==> config.mk <==
export PLATFORM = sky130hd
export DESIGN_NAME = ifs_format_switch
export DESIGN_NICKNAME = d
export VERILOG_FILES = /design/src/core/ifs_pkg.sv /design/src/core/ifs_format_switch.sv /design/src/core/ifs_scl_sync.sv /design/src/core/ifs_bus_regs.sv
export SDC_FILE = /design/constraint.sdc
export NUM_CORES = 1
export LEC_CHECK = 0
export ABC_AREA = 1
export BUFFER_PORTS_ARGS = -buffer_cell sky130_fd_sc_hd__clkbuf_2
export CAP_MARGIN = 20
export CORE_MARGIN = 2
export CORE_UTILIZATION = 45
export DETAILED_ROUTE_END_ITERATION = 16
export GPL_TIMING_DRIVEN = 0
export PLACE_DENSITY = 0.77
export SYNTH_ARGS = -nofsm -noshare
export SYNTH_HDL_FRONTEND = slang
export SYNTH_SLANG_ARGS = --single-unit
==> constraint.sdc <==
create_clock -name clk_i -period 2.1 [get_ports clk_i]
set_clock_uncertainty 0.2 [all_clocks]
set_input_delay 0.105 -clock clk_i [delete_from_list [all_inputs] [get_ports clk_i]]
set_output_delay 0.105 -clock clk_i [all_outputs]
set_load 0.01 [all_outputs]
==> src/core/ifs_pkg.sv <==
// Constants shared by the format switch control block
package ifs_pkg;

   // ==========================================================
   // Register bus
   localparam int unsigned ADR_W = 5;
   localparam int unsigned DAT_W = 32;
   localparam int unsigned SEL_W = 4;

   // ==========================================================
   // Register byte offsets
   localparam logic [4:0] OFS_ACCESS   = 5'h00;
   localparam logic [4:0] OFS_FSW      = 5'h04;
   localparam logic [4:0] OFS_IRQ_STS  = 5'h08;
   localparam logic [4:0] OFS_IRQ_MSK  = 5'h0C;
   localparam logic [4:0] OFS_BUS_CTRL = 5'h10;
   localparam logic [4:0] OFS_BUS_STAT = 5'h14;
   localparam logic [4:0] OFS_BUS_DATA = 5'h18;
   localparam logic [4:0] OFS_BUS_MODE = 5'h1C;

   // ==========================================================
   // Access control register fields
   localparam int unsigned ACC_EN_BIT  = 0;
   localparam logic [7:0]  ACC_RST     = 8'h00;

   // ==========================================================
   // Format switch control register fields
   localparam int unsigned FSW_SWE_BIT  = 7;
   localparam int unsigned FSW_SEL_BIT  = 6;
   localparam int unsigned FSW_IE_BIT   = 5;
   localparam int unsigned FSW_FLAG_BIT = 4;
   localparam int unsigned FSW_CODE_LSB = 0;
   localparam int unsigned CODE_W       = 4;
   localparam logic [7:0]  FSW_RST      = 8'h0F;
   localparam logic [3:0]  CODE_RD      = 4'hF;

   // Latch clear codes
   localparam logic [3:0] CODE_CH0  = 4'h5;
   localparam logic [3:0] CODE_CH1  = 4'h6;
   localparam logic [3:0] CODE_BOTH = 4'h7;

   // ==========================================================
   // Interrupt status and mask fields
   localparam int unsigned STS_SWITCH_BIT = 0;
   localparam int unsigned STS_CLEAR_BIT  = 1;
   localparam int unsigned STS_W          = 2;
   localparam logic [1:0]  STS_RST        = 2'h0;
   localparam logic [1:0]  MSK_RST        = 2'h0;

   // ==========================================================
   // Channel zero interface register bank
   localparam int unsigned BANK_SEL_BIT = 6;
   localparam logic [7:0]  BANK_RST     = 8'h00;

   // Bus slave states
   typedef enum logic [0:0]
   {
      BUS_IDLE = 1'b0,
      BUS_ACK  = 1'b1
   } ifs_bus_st_t;

endpackage

==> src/core/ifs_format_switch.sv <==
// Format switch, latch clear and register access control, Wishbone slave
//
// Design decisions made here: the register offsets and the Wishbone register port.
module ifs_format_switch
(
   input  wire logic                      clk_i,    // System clock
   input  wire logic                      rst_i,    // Sync reset, high
   input  wire logic                      cyc_i,    // Wishbone cycle
   input  wire logic                      stb_i,    // Wishbone strobe
   input  wire logic                      we_i,     // Wishbone write
   input  wire logic [ifs_pkg::ADR_W-1:0] adr_i,    // Byte address
   input  wire logic [ifs_pkg::SEL_W-1:0] sel_i,    // Byte enables
   input  wire logic [ifs_pkg::DAT_W-1:0] dat_i,    // Write data
   output logic      [ifs_pkg::DAT_W-1:0] dat_o,    // Read data
   output logic                           ack_o,    // Wishbone ack
   input  wire logic                      scl_i,    // Clock line pin
   output logic                           scl_o,    // Filtered line level
   output logic                           format_select_o,   // 1 formatless
   output logic                           latch_latch_reset_code_b0_o,   // Ch0 clear pulse
   output logic                           latch_latch_reset_code_b1_o,   // Ch1 clear pulse
   output logic                           switch_irq_o,   // Switch request
   output logic                           irq_o,          // Combined irq
   output logic      [7:0]                bus_ctrl_o,     // Control reg
   output logic      [7:0]                bus_stat_o,     // Status reg
   output logic      [7:0]                bus_data_o,     // Data reg
   output logic      [7:0]                bus_sadr2_o,    // Second address
   output logic      [7:0]                bus_mode_o,     // Mode reg
   output logic      [7:0]                bus_sadr_o      // Slave address
);

   // ==========================================================
   // Latch clear code decode, bit 0 channel zero, bit 1 channel one
   function automatic logic [1:0] clr_decode(input logic [3:0] code);
      logic [1:0] r;
      r = 2'b00;
      unique case (code)
         ifs_pkg::CODE_CH0:  r = 2'b01;
         ifs_pkg::CODE_CH1:  r = 2'b10;
         ifs_pkg::CODE_BOTH: r = 2'b11;
         default:            r = 2'b00;
      endcase
      return r;
   endfunction

   // Interface register offsets
   function automatic logic is_bank(input logic [4:0] a);
      return a == ifs_pkg::OFS_BUS_CTRL || a == ifs_pkg::OFS_BUS_STAT ||
             a == ifs_pkg::OFS_BUS_DATA || a == ifs_pkg::OFS_BUS_MODE;
   endfunction

   // ==========================================================
   // Internal signals
   ifs_pkg::ifs_bus_st_t          bus_st_ff;
   logic                          req;
   logic                          rd_stb;
   logic                          wr_stb;
   logic                          wr_b0;
   logic [7:0]                    byte_in;
   logic [ifs_pkg::CODE_W-1:0]    code_in;
   logic [ifs_pkg::DAT_W-1:0]     nxt_dat;
   logic [ifs_pkg::DAT_W-1:0]     dat_ff;
   logic                          acc_en_ff;
   logic                          swe_ff;
   logic                          sel_ff;
   logic                          ie_ff;
   logic                          flag_ff;
   logic                          sel_arm_ff;
   logic                          flag_arm_ff;
   logic                          fsw_wr;
   logic                          fsw_rd;
   logic                          scl_fall;
   logic                          auto_sw;
   logic [1:0]                    clr_hit;
   logic                          latch_reset_code_b0_ff;
   logic                          latch_reset_code_b1_ff;
   logic [ifs_pkg::STS_W-1:0]     sts_evt;
   logic [ifs_pkg::STS_W-1:0]     sts_ff;
   logic [ifs_pkg::STS_W-1:0]     msk_ff;
   logic                          bank_wr;
   logic [1:0]                    bank_idx;
   logic [7:0]                    bank_rdat;

   // ==========================================================
   // Wishbone slave, ack one cycle after the request is seen
   assign req     = cyc_i & stb_i;
   assign wr_stb  = req & we_i & (bus_st_ff == ifs_pkg::BUS_ACK);
   assign rd_stb  = req & ~we_i & (bus_st_ff == ifs_pkg::BUS_ACK);
   assign wr_b0   = wr_stb & sel_i[0];
   assign byte_in = dat_i[7:0];
   assign ack_o   = (bus_st_ff == ifs_pkg::BUS_ACK);

   always_ff @(posedge clk_i)
   begin
      if (rst_i)
         bus_st_ff <= ifs_pkg::BUS_IDLE;
      else
      begin
         unique case (bus_st_ff)
            ifs_pkg::BUS_IDLE:
               if (req)
                  bus_st_ff <= ifs_pkg::BUS_ACK;
            ifs_pkg::BUS_ACK:
               bus_st_ff <= ifs_pkg::BUS_IDLE;
         endcase
      end
   end

   // ==========================================================
   // Read data, captured in the cycle before ack
   always_comb
   begin
      nxt_dat = '0;
      unique case (adr_i)
         ifs_pkg::OFS_ACCESS:
            nxt_dat[ifs_pkg::ACC_EN_BIT] = acc_en_ff;
         ifs_pkg::OFS_FSW:
         begin
            nxt_dat[ifs_pkg::FSW_SWE_BIT]  = swe_ff;
            nxt_dat[ifs_pkg::FSW_SEL_BIT]  = sel_ff;
            nxt_dat[ifs_pkg::FSW_IE_BIT]   = ie_ff;
            nxt_dat[ifs_pkg::FSW_FLAG_BIT] = flag_ff;
            nxt_dat[ifs_pkg::FSW_CODE_LSB +: ifs_pkg::CODE_W] =
               ifs_pkg::CODE_RD;
         end
         ifs_pkg::OFS_IRQ_STS:
            nxt_dat[ifs_pkg::STS_W-1:0] = sts_ff;
         ifs_pkg::OFS_IRQ_MSK:
            nxt_dat[ifs_pkg::STS_W-1:0] = msk_ff;
         default:
            if (is_bank(adr_i) && acc_en_ff)
               nxt_dat[7:0] = bank_rdat;
      endcase
   end

   always_ff @(posedge clk_i)
   begin
      if (rst_i)
         dat_ff <= '0;
      else if (req && bus_st_ff == ifs_pkg::BUS_IDLE)
         dat_ff <= nxt_dat;
   end
   assign dat_o = dat_ff;

   // ==========================================================
   // Interface register access gate
   always_ff @(posedge clk_i)
   begin
      if (rst_i)
         acc_en_ff <= ifs_pkg::ACC_RST[ifs_pkg::ACC_EN_BIT];
      else if (wr_b0 && adr_i == ifs_pkg::OFS_ACCESS)
         acc_en_ff <= byte_in[ifs_pkg::ACC_EN_BIT];
   end

   // Blocked writes never reach the bank
   assign bank_wr  = wr_b0 & is_bank(adr_i) & acc_en_ff;
   assign bank_idx = adr_i[3:2];

   ifs_bus_regs ifs_bus_regs_inst
   (
      .clk_i   (clk_i),
      .rst_i   (rst_i),
      .clr_i   (latch_reset_code_b0_ff),
      .wr_i    (bank_wr),
      .idx_i   (bank_idx),
      .wdat_i  (byte_in),
      .rdat_o  (bank_rdat),
      .ctrl_o  (bus_ctrl_o),
      .stat_o  (bus_stat_o),
      .data_o  (bus_data_o),
      .sadr2_o (bus_sadr2_o),
      .mode_o  (bus_mode_o),
      .sadr_o  (bus_sadr_o)
   );

   // ==========================================================
   // Clock line edge detect
   ifs_scl_sync ifs_scl_sync_inst
   (
      .clk_i   (clk_i),
      .rst_i   (rst_i),
      .scl_i   (scl_i),
      .level_o (scl_o),
      .fall_o  (scl_fall)
   );

   assign fsw_wr  = wr_b0 & (adr_i == ifs_pkg::OFS_FSW);
   assign fsw_rd  = rd_stb & (adr_i == ifs_pkg::OFS_FSW);
   assign auto_sw = scl_fall & swe_ff;
   assign code_in = byte_in[ifs_pkg::FSW_CODE_LSB +: ifs_pkg::CODE_W];

   // ==========================================================
   // Enable bits
   always_ff @(posedge clk_i)
   begin
      if (rst_i)
      begin
         swe_ff <= ifs_pkg::FSW_RST[ifs_pkg::FSW_SWE_BIT];
         ie_ff  <= ifs_pkg::FSW_RST[ifs_pkg::FSW_IE_BIT];
      end
      else if (fsw_wr)
      begin
         swe_ff <= byte_in[ifs_pkg::FSW_SWE_BIT];
         ie_ff  <= byte_in[ifs_pkg::FSW_IE_BIT];
      end
   end

   // ==========================================================
   // Format select, hardware clear wins over a software write
   always_ff @(posedge clk_i)
   begin
      if (rst_i)
         sel_ff <= ifs_pkg::FSW_RST[ifs_pkg::FSW_SEL_BIT];
      else if (auto_sw)
         sel_ff <= 1'b0;
      else if (fsw_wr)
      begin
         if (!byte_in[ifs_pkg::FSW_SEL_BIT])
            sel_ff <= 1'b0;
         else if (sel_arm_ff)
            sel_ff <= 1'b1;
      end
   end
   assign format_select_o = sel_ff;

   // Arms hold what software last read, the select arm inverted, taken from the returned word
   always_ff @(posedge clk_i)
   begin
      if (rst_i)
      begin
         sel_arm_ff  <= 1'b0;
         flag_arm_ff <= 1'b0;
      end
      else if (fsw_rd)
      begin
         sel_arm_ff  <= ~dat_ff[ifs_pkg::FSW_SEL_BIT];
         flag_arm_ff <= dat_ff[ifs_pkg::FSW_FLAG_BIT];
      end
      else if (fsw_wr)
      begin
         sel_arm_ff  <= 1'b0;
         flag_arm_ff <= 1'b0;
      end
   end

   // ==========================================================
   // Switch event flag, a new event wins over a clearing write
   always_ff @(posedge clk_i)
   begin
      if (rst_i)
         flag_ff <= ifs_pkg::FSW_RST[ifs_pkg::FSW_FLAG_BIT];
      else if (auto_sw)
         flag_ff <= 1'b1;
      else if (fsw_wr && flag_arm_ff && !byte_in[ifs_pkg::FSW_FLAG_BIT])
         flag_ff <= 1'b0;
   end
   assign switch_irq_o = flag_ff & ie_ff;

   // ==========================================================
   // Latch clear pulses, one cycle per write
   assign clr_hit = clr_decode(code_in);

   always_ff @(posedge clk_i)
   begin
      if (rst_i)
      begin
         latch_reset_code_b0_ff <= 1'b0;
         latch_reset_code_b1_ff <= 1'b0;
      end
      else
      begin
         latch_reset_code_b0_ff <= fsw_wr & clr_hit[0];
         latch_reset_code_b1_ff <= fsw_wr & clr_hit[1];
      end
   end
   assign latch_latch_reset_code_b0_o = latch_reset_code_b0_ff;
   assign latch_latch_reset_code_b1_o = latch_reset_code_b1_ff;

   // ==========================================================
   // Interrupt status and mask, a new event wins over a clearing write
   always_comb
   begin
      sts_evt = '0;
      sts_evt[ifs_pkg::STS_SWITCH_BIT] = auto_sw;
      sts_evt[ifs_pkg::STS_CLEAR_BIT]  = latch_reset_code_b0_ff | latch_reset_code_b1_ff;
   end

   always_ff @(posedge clk_i)
   begin
      if (rst_i)
         sts_ff <= ifs_pkg::STS_RST;
      else if (wr_b0 && adr_i == ifs_pkg::OFS_IRQ_STS)
         sts_ff <= (sts_ff & ~byte_in[ifs_pkg::STS_W-1:0]) | sts_evt;
      else
         sts_ff <= sts_ff | sts_evt;
   end

   always_ff @(posedge clk_i)
   begin
      if (rst_i)
         msk_ff <= ifs_pkg::MSK_RST;
      else if (wr_b0 && adr_i == ifs_pkg::OFS_IRQ_MSK)
         msk_ff <= byte_in[ifs_pkg::STS_W-1:0];
   end
   assign irq_o = |(sts_ff & msk_ff);

endmodule

==> src/core/ifs_scl_sync.sv <==
// Clock line synchroniser with agreement filter and falling edge pulse
module ifs_scl_sync
(
   input  wire logic clk_i,    // System clock
   input  wire logic rst_i,    // Synchronous reset, active high
   input  wire logic scl_i,    // Clock line from the pin
   output logic      level_o,  // Filtered line level
   output logic      fall_o    // One-cycle pulse on falling edge
);

   logic s1_ff;
   logic s2_ff;
   logic s3_ff;
   logic level_ff;
   logic fall_ff;

   // ==========================================================
   // Three-stage capture
   always_ff @(posedge clk_i)
   begin
      if (rst_i)
      begin
         s1_ff <= 1'b1;
         s2_ff <= 1'b1;
         s3_ff <= 1'b1;
      end
      else
      begin
         s1_ff <= scl_i;
         s2_ff <= s1_ff;
         s3_ff <= s2_ff;
      end
   end

   // ==========================================================
   // Level changes only when the last two stages agree
   always_ff @(posedge clk_i)
   begin
      if (rst_i)
      begin
         level_ff <= 1'b1;
         fall_ff  <= 1'b0;
      end
      else
      begin
         fall_ff <= 1'b0;
         if (s2_ff == s3_ff)
         begin
            level_ff <= s3_ff;
            fall_ff  <= level_ff & ~s3_ff;
         end
      end
   end

   assign level_o = level_ff;
   assign fall_o  = fall_ff;

endmodule

==> src/core/ifs_bus_regs.sv <==
// Channel zero interface data and control register bank
module ifs_bus_regs
(
   input  wire logic       clk_i,    // System clock
   input  wire logic       rst_i,    // Synchronous reset, active high
   input  wire logic       clr_i,    // Latch clear pulse
   input  wire logic       wr_i,     // Write strobe, one cycle
   input  wire logic [1:0] idx_i,    // Register index in the bank
   input  wire logic [7:0] wdat_i,   // Write data
   output logic      [7:0] rdat_o,   // Read data, combinational
   output logic      [7:0] ctrl_o,   // Bus control register
   output logic      [7:0] stat_o,   // Bus status register
   output logic      [7:0] data_o,   // Bus data register
   output logic      [7:0] sadr2_o,  // Second slave address register
   output logic      [7:0] mode_o,   // Bus mode register
   output logic      [7:0] sadr_o    // Slave address register
);

   logic [7:0] regs_ff [6];
   logic       bank_alt;

   // Shared offsets pick the address registers when the bank bit is set
   assign bank_alt = regs_ff[0][ifs_pkg::BANK_SEL_BIT];

   // ==========================================================
   // Storage
   always_ff @(posedge clk_i)
   begin
      if (rst_i || clr_i)
      begin
         for (int i = 0; i < 6; i++)
            regs_ff[i] <= ifs_pkg::BANK_RST;
      end
      else if (wr_i)
      begin
         unique case (idx_i)
            2'd0: regs_ff[0] <= wdat_i;
            2'd1: regs_ff[1] <= wdat_i;
            2'd2:
               if (bank_alt)
                  regs_ff[3] <= wdat_i;
               else
                  regs_ff[2] <= wdat_i;
            2'd3:
               if (bank_alt)
                  regs_ff[5] <= wdat_i;
               else
                  regs_ff[4] <= wdat_i;
         endcase
      end
   end

   // ==========================================================
   // Read mux
   always_comb
   begin
      unique case (idx_i)
         2'd0: rdat_o = regs_ff[0];
         2'd1: rdat_o = regs_ff[1];
         2'd2: rdat_o = bank_alt ? regs_ff[3] : regs_ff[2];
         2'd3: rdat_o = bank_alt ? regs_ff[5] : regs_ff[4];
      endcase
   end

   assign ctrl_o  = regs_ff[0];
   assign stat_o  = regs_ff[1];
   assign data_o  = regs_ff[2];
   assign sadr2_o = regs_ff[3];
   assign mode_o  = regs_ff[4];
   assign sadr_o  = regs_ff[5];

endmodule

After elaboration in Yosys (flattened, before gate mapping). Memories as Yosys holds them, arrays and structs flattened. Cells that the tools add are included.

Output and inout bits: 87. Memory bits (writable): 48. Memories kept: 1. Word-level logic and storage cells: 139. Flip-flop bits (word level): 27.

Memory list: ifs_bus_regs_inst.regs_ff (words 6, bits a word 8, rd ports 6, clocked after memory_dff 0, wr ports 6, RTL line ifs_bus_regs.sv:19) `logic [7:0] regs_ff [6];`.

Equal/unequal tests: 15. Mux-type cells: 52. Bitwise logic cells: 32. Reductions and logical operators: 21.

Operators by type and width (count): 2-to-1 mux 8 bit (9); 2-to-1 mux 1 bit (36); case mux 8 bit (4 select lines) (1); == test 5 bit, second input constant (4); AND 1 bit (15); == test 4 x 3 -> 1 bit, second input constant (3); case mux 6 bit (2 select lines) (1); == test 5 x 4 -> 1 bit, second input constant (2); case mux 1 bit (4 select lines) (2); logical AND 1 bit (7); bitwise OR 1 bit (7); case mux 2 bit (3 select lines) (1); OR reduction 2 bit (3); == test 5 x 3 -> 1 bit, second input constant (1); logical NOT 5 bit (1); inverter 1 bit (5); AND 2 bit (2); == test 2 bit, second input constant (2); logical OR 1 bit (4); bitwise OR 2 bit (2); nonzero test 2 bit (2); OR reduction 3 bit (1); == test 2 x 1 -> 1 bit, second input constant (1); logical NOT 2 bit (1); other kinds (7) (7).

Longest topological paths before layout.
Word-level depth: 10. Depth in mapped cells: 10.

By module. Synthesis repeated with hierarchy kept, for this count alone.

Cell total of the unflattened synthesis: 417. Area, all modules: 3664.8 µm².

Modules (own cells, without submodules): ifs_bus_regs (area an instance 2257.2 µm², times used 1, cells each 226, seq. area each 1441.4 µm²); ifs_format_switch (area an instance 1258.7 µm², times used 1, cells each 177, seq. area each 440.4 µm²); ifs_scl_sync (area an instance 148.9 µm², times used 1, cells each 14, seq. area each 100.1 µm²).

Worst setup path before layout. OpenSTA, ideal clock, no wires.

Path type: flip-flop to flip-flop. Start: register bus_st_ff (netlist: ack_o). End: memory ifs_bus_regs_inst.regs_ff[2][0] (netlist: ifs_bus_regs_inst.regs_ff[0][16]) (enable). Stages on the path, launching flop included: 5. Required time: 1513 ps. Data arrival time: 1604 ps. Setup slack: -91 ps. Setup time: 387 ps. Cell sequence: dfxtp_1 inv_1 nor3_4 nand2_4 o31ai_1.

RTL lines: start, declared (RTL line ifs_format_switch.sv:53) `ifs_pkg::ifs_bus_st_t bus_st_ff;`; start signal, assigned (RTL line ifs_format_switch.sv:95) `bus_st_ff <= ifs_pkg::BUS_IDLE;`; start signal, assigned (RTL line ifs_format_switch.sv:101) `bus_st_ff <= ifs_pkg::BUS_ACK;`; start signal, assigned (RTL line ifs_format_switch.sv:103) `bus_st_ff <= ifs_pkg::BUS_IDLE;`; end, declared (RTL line ifs_bus_regs.sv:19).

==> results.md <==
- Clock sink count: 75
- Clk Tree Root Cell: clkbuf_8
- Metal3 WL: between 800 and 900 um
- Synthesized area: 3595 um2
- DRT antenna net count: 0
- Final worst slack: ~0.093 ns
- Leak Pwr: roughly 2.2 nW
- Htree depth: 3
- Cell taking the most area after synthesis: edfxtp_1
- Critical Path RT: about 2.0 ns
- Port bufs: slightly above 80
- Initial antenna violation count: 0
- CP Capture Type: flop
- DR vias/cell: ~5.0
- Met2 WL: roughly 4700 um
- Vias in the first global route: between 2000 and 3000
- Final non-filler cell total: 652
- Commonest non-fill, non-tap cells in the layout: nor2_1 (97), nand2_1 (84), clkbuf_2 (82)
- CTS tree: yes
- Max IR drop VDD: 475.8 uV
- Yosys cell types: 26
- Row count: 32
- Placed insts: 620
- Max Used Layer: met4
- Run status: finished, final reports clean
- Total global-route track usage: 22.96%
- Die ar.: ~8700 um2
- Layout cells sized above 1: about 28%
- Core Box Area: 7727 um2
- Final Util: approximately three fifths
- GP Congestion: 0.9498
- Final setup viols: 0
- Diodes inserted: 0
- Peak Freq: approximately 0.50 GHz
- Residual DRC: 0
- Initial Util: a little under half
- Crit start category: input port
- Nets: between 500 and 600
- Cell Pwr Density: ~670 nW/um2
- Vias: roughly 3300
- Synthesized area per cell: between 8 and 9 um2
- Flops & latches, synth: 75
- CTS clk-pin slew, worst paths: 0.08 ns
- Seq/Total Area, Yosys: about 55%
- Min cycle time layout: 2.007 ns
- RSZ-0062 raised after global routing: false
- CTS max path bufs: 2
- Hold Fails Final Rpt: 0
- First-pass GRT wire length: 15010 um
- Ports: about 130
- Global route overflow: 0
- Largest net degree at the start of global routing: 15
- Slew Viols, Final: 0
- Area added between synthesis and finish: 29.34%
- M1 WL: a little under 4000 um
- Cells after synthesis: 413
- CTS buffer count: 9
- Detailed Route WL: between 9000 and 10000 um
- Period utilization: 95.56%
- Ys Warns: 0
- Clk Latency, worst-skew pair: between 0.3 and 0.4 ns
- Total Power: roughly 3.1 mW
- Crit path kind: input port to flop
- WP data arrival: ~1.9 ns
- Worst slack, placed: -0.5087 ns
- Share of the synthesized area in the top cell type: 40.10%
- Pre-antenna DRT Iters: 5
- Initial drt markers: about 360
- Worst Path Max Fanout: 8
- Die Width: 93.38 um
- Die outline height: 93.38 um
- WL/cell: about 15 um
- Area contributors post-synth: edfxtp_1 (40%), dfxtp_1 (15%), nor2_1 (10%), nand2_1 (9.0%), buf_4 (5.4%)
- Commonest non-fill, non-tap cell in the layout: nor2_1
- Hold/Removal Path Class: input port to flop
- Post-DP HPWL: just over 7000 um
- Fillers: around 680
- Max cap viols: 0
[per-layer routing]
metal,vias up,GRT usage [%]
met5,-,0
met4,0,9.804
met3,30,4.512
met2,188,36.57
met1,1476,30.60
li1,1573,-
[layout make-up]
cell class	count	area [um2]	area share [%]
multi-input cells	296	1396	30.03
repair buffers	98	590.6	12.70
well taps	102	127.6	2.745
plain buffers	32	224.0	4.817
clock buffers	9	123.9	2.664
flip-flops and latches	75	1982	42.63
inverters	33	128.9	2.772
clock inverters	7	76.32	1.642
[per-stage QoR]
step	hold WS (ns)	setup TNS [ns]	instance area (um2)
after floorplan	0.008811	-1.783	3681
after CTS	0.001248	0	4597
after global placement	0.09185	-10.82	4219
after global routing	0.01566	0	4649
final	0.002170	0	4649
after detailed placement	0.09477	-12.79	4219
[sequential cells by signal (all words and copies together) (netlist names)]
signal                       count
ifs_bus_regs_inst.regs_ff       48
dat_o                            8
msk_ff                           2
sts_ff                           2
acc_en_ff                        1
ack_o                            1
flag_arm_ff                      1
flag_ff                          1
format_select_o                  1
ie_ff                            1
ifs_scl_sync_inst.fall_o         1
ifs_scl_sync_inst.level_o        1
ifs_scl_sync_inst.s1_ff          1
ifs_scl_sync_inst.s2_ff          1
ifs_scl_sync_inst.s3_ff          1
latch_latch_reset_code_b0_o      1
latch_latch_reset_code_b1_o      1
sel_arm_ff                       1
swe_ff                           1
[worst max-delay path: stages]
cell           delay [ns]
dlygate4sd3_1        0.52
clkbuf_2             0.11
nand2_1              0.10
nor3_4               0.38
nand2_4              0.18
o31ai_4              0.31
buf_12               0.16
[cell families (layout without fill, tap and decap cells)]
family | Yosys count | after routing | synth area share (%)
compound gates | 51 | 51 | 7.344
buf+inv | 65 | 179 | 9.746
flops | 75 | 75 | 55.13
other cells | 1 | 24 | 0.1043
simple gates | 221 | 221 | 27.67
[synth_stat cells]
master	number
nand3b_1	1
o31ai_1	2
nor2_2	3
a22o_1	1
dfxtp_1	27
nand3_4	4
nor3_4	1
nand4_4	2
nor4_1	2
clkinv_4	1
nand2_1	86
o21ai_0	32
nand4_1	2
a21oi_1	16
inv_2	4
edfxtp_1	48
buf_4	26
nor3b_1	1
nor2_1	97
conb_1	1
or2_2	3
nand2_4	1
nand3_1	18
clkbuf_1	3
buf_2	3
inv_1	28
[report_power, final]
group          switching (mW)  total [mW]  leakage (nW)  internal, mW
sequential             0.0276        1.63         0.715          1.61
combinational           0.220       0.352          1.35         0.133
clock                   0.579        1.13        0.0920         0.553
total                   0.826        3.12          2.16          2.29
[what timing repair did]
item / 4_1_cts / 5_1_grt
resized for setup: 9 / 3
pin swaps: 0 / 2
setup buffers: 0 / 2
setup endpoints to repair: 32 / 32
hold endpoints to repair: 20 / 0
hold buffers: 14 / 0
[worst paths after layout]
kind / startpoint / endpoint / slack, ns / cells past startpoint
worst max-delay path: cyc_i / ifs_bus_regs_inst.regs_ff[0][24]$_SDFFCE_PN0P_ / 0.09 / 7
worst min-delay path: dat_i[3] / ifs_bus_regs_inst.regs_ff[0][43]$_SDFFCE_PN0P_ / 0.002 / 3
worst max register to register: ifs_bus_regs_inst.regs_ff[0][6]$_SDFFCE_PN0P_ / dat_o[3]$_SDFFE_PP0P_ / 0.12 / 7
worst min register to register: ifs_scl_sync_inst.s1_ff$_SDFF_PP1_ / ifs_scl_sync_inst.s2_ff$_SDFF_PP1_ / 0.22 / 1
No activity file was read; power rests on OpenSTA's default activity.
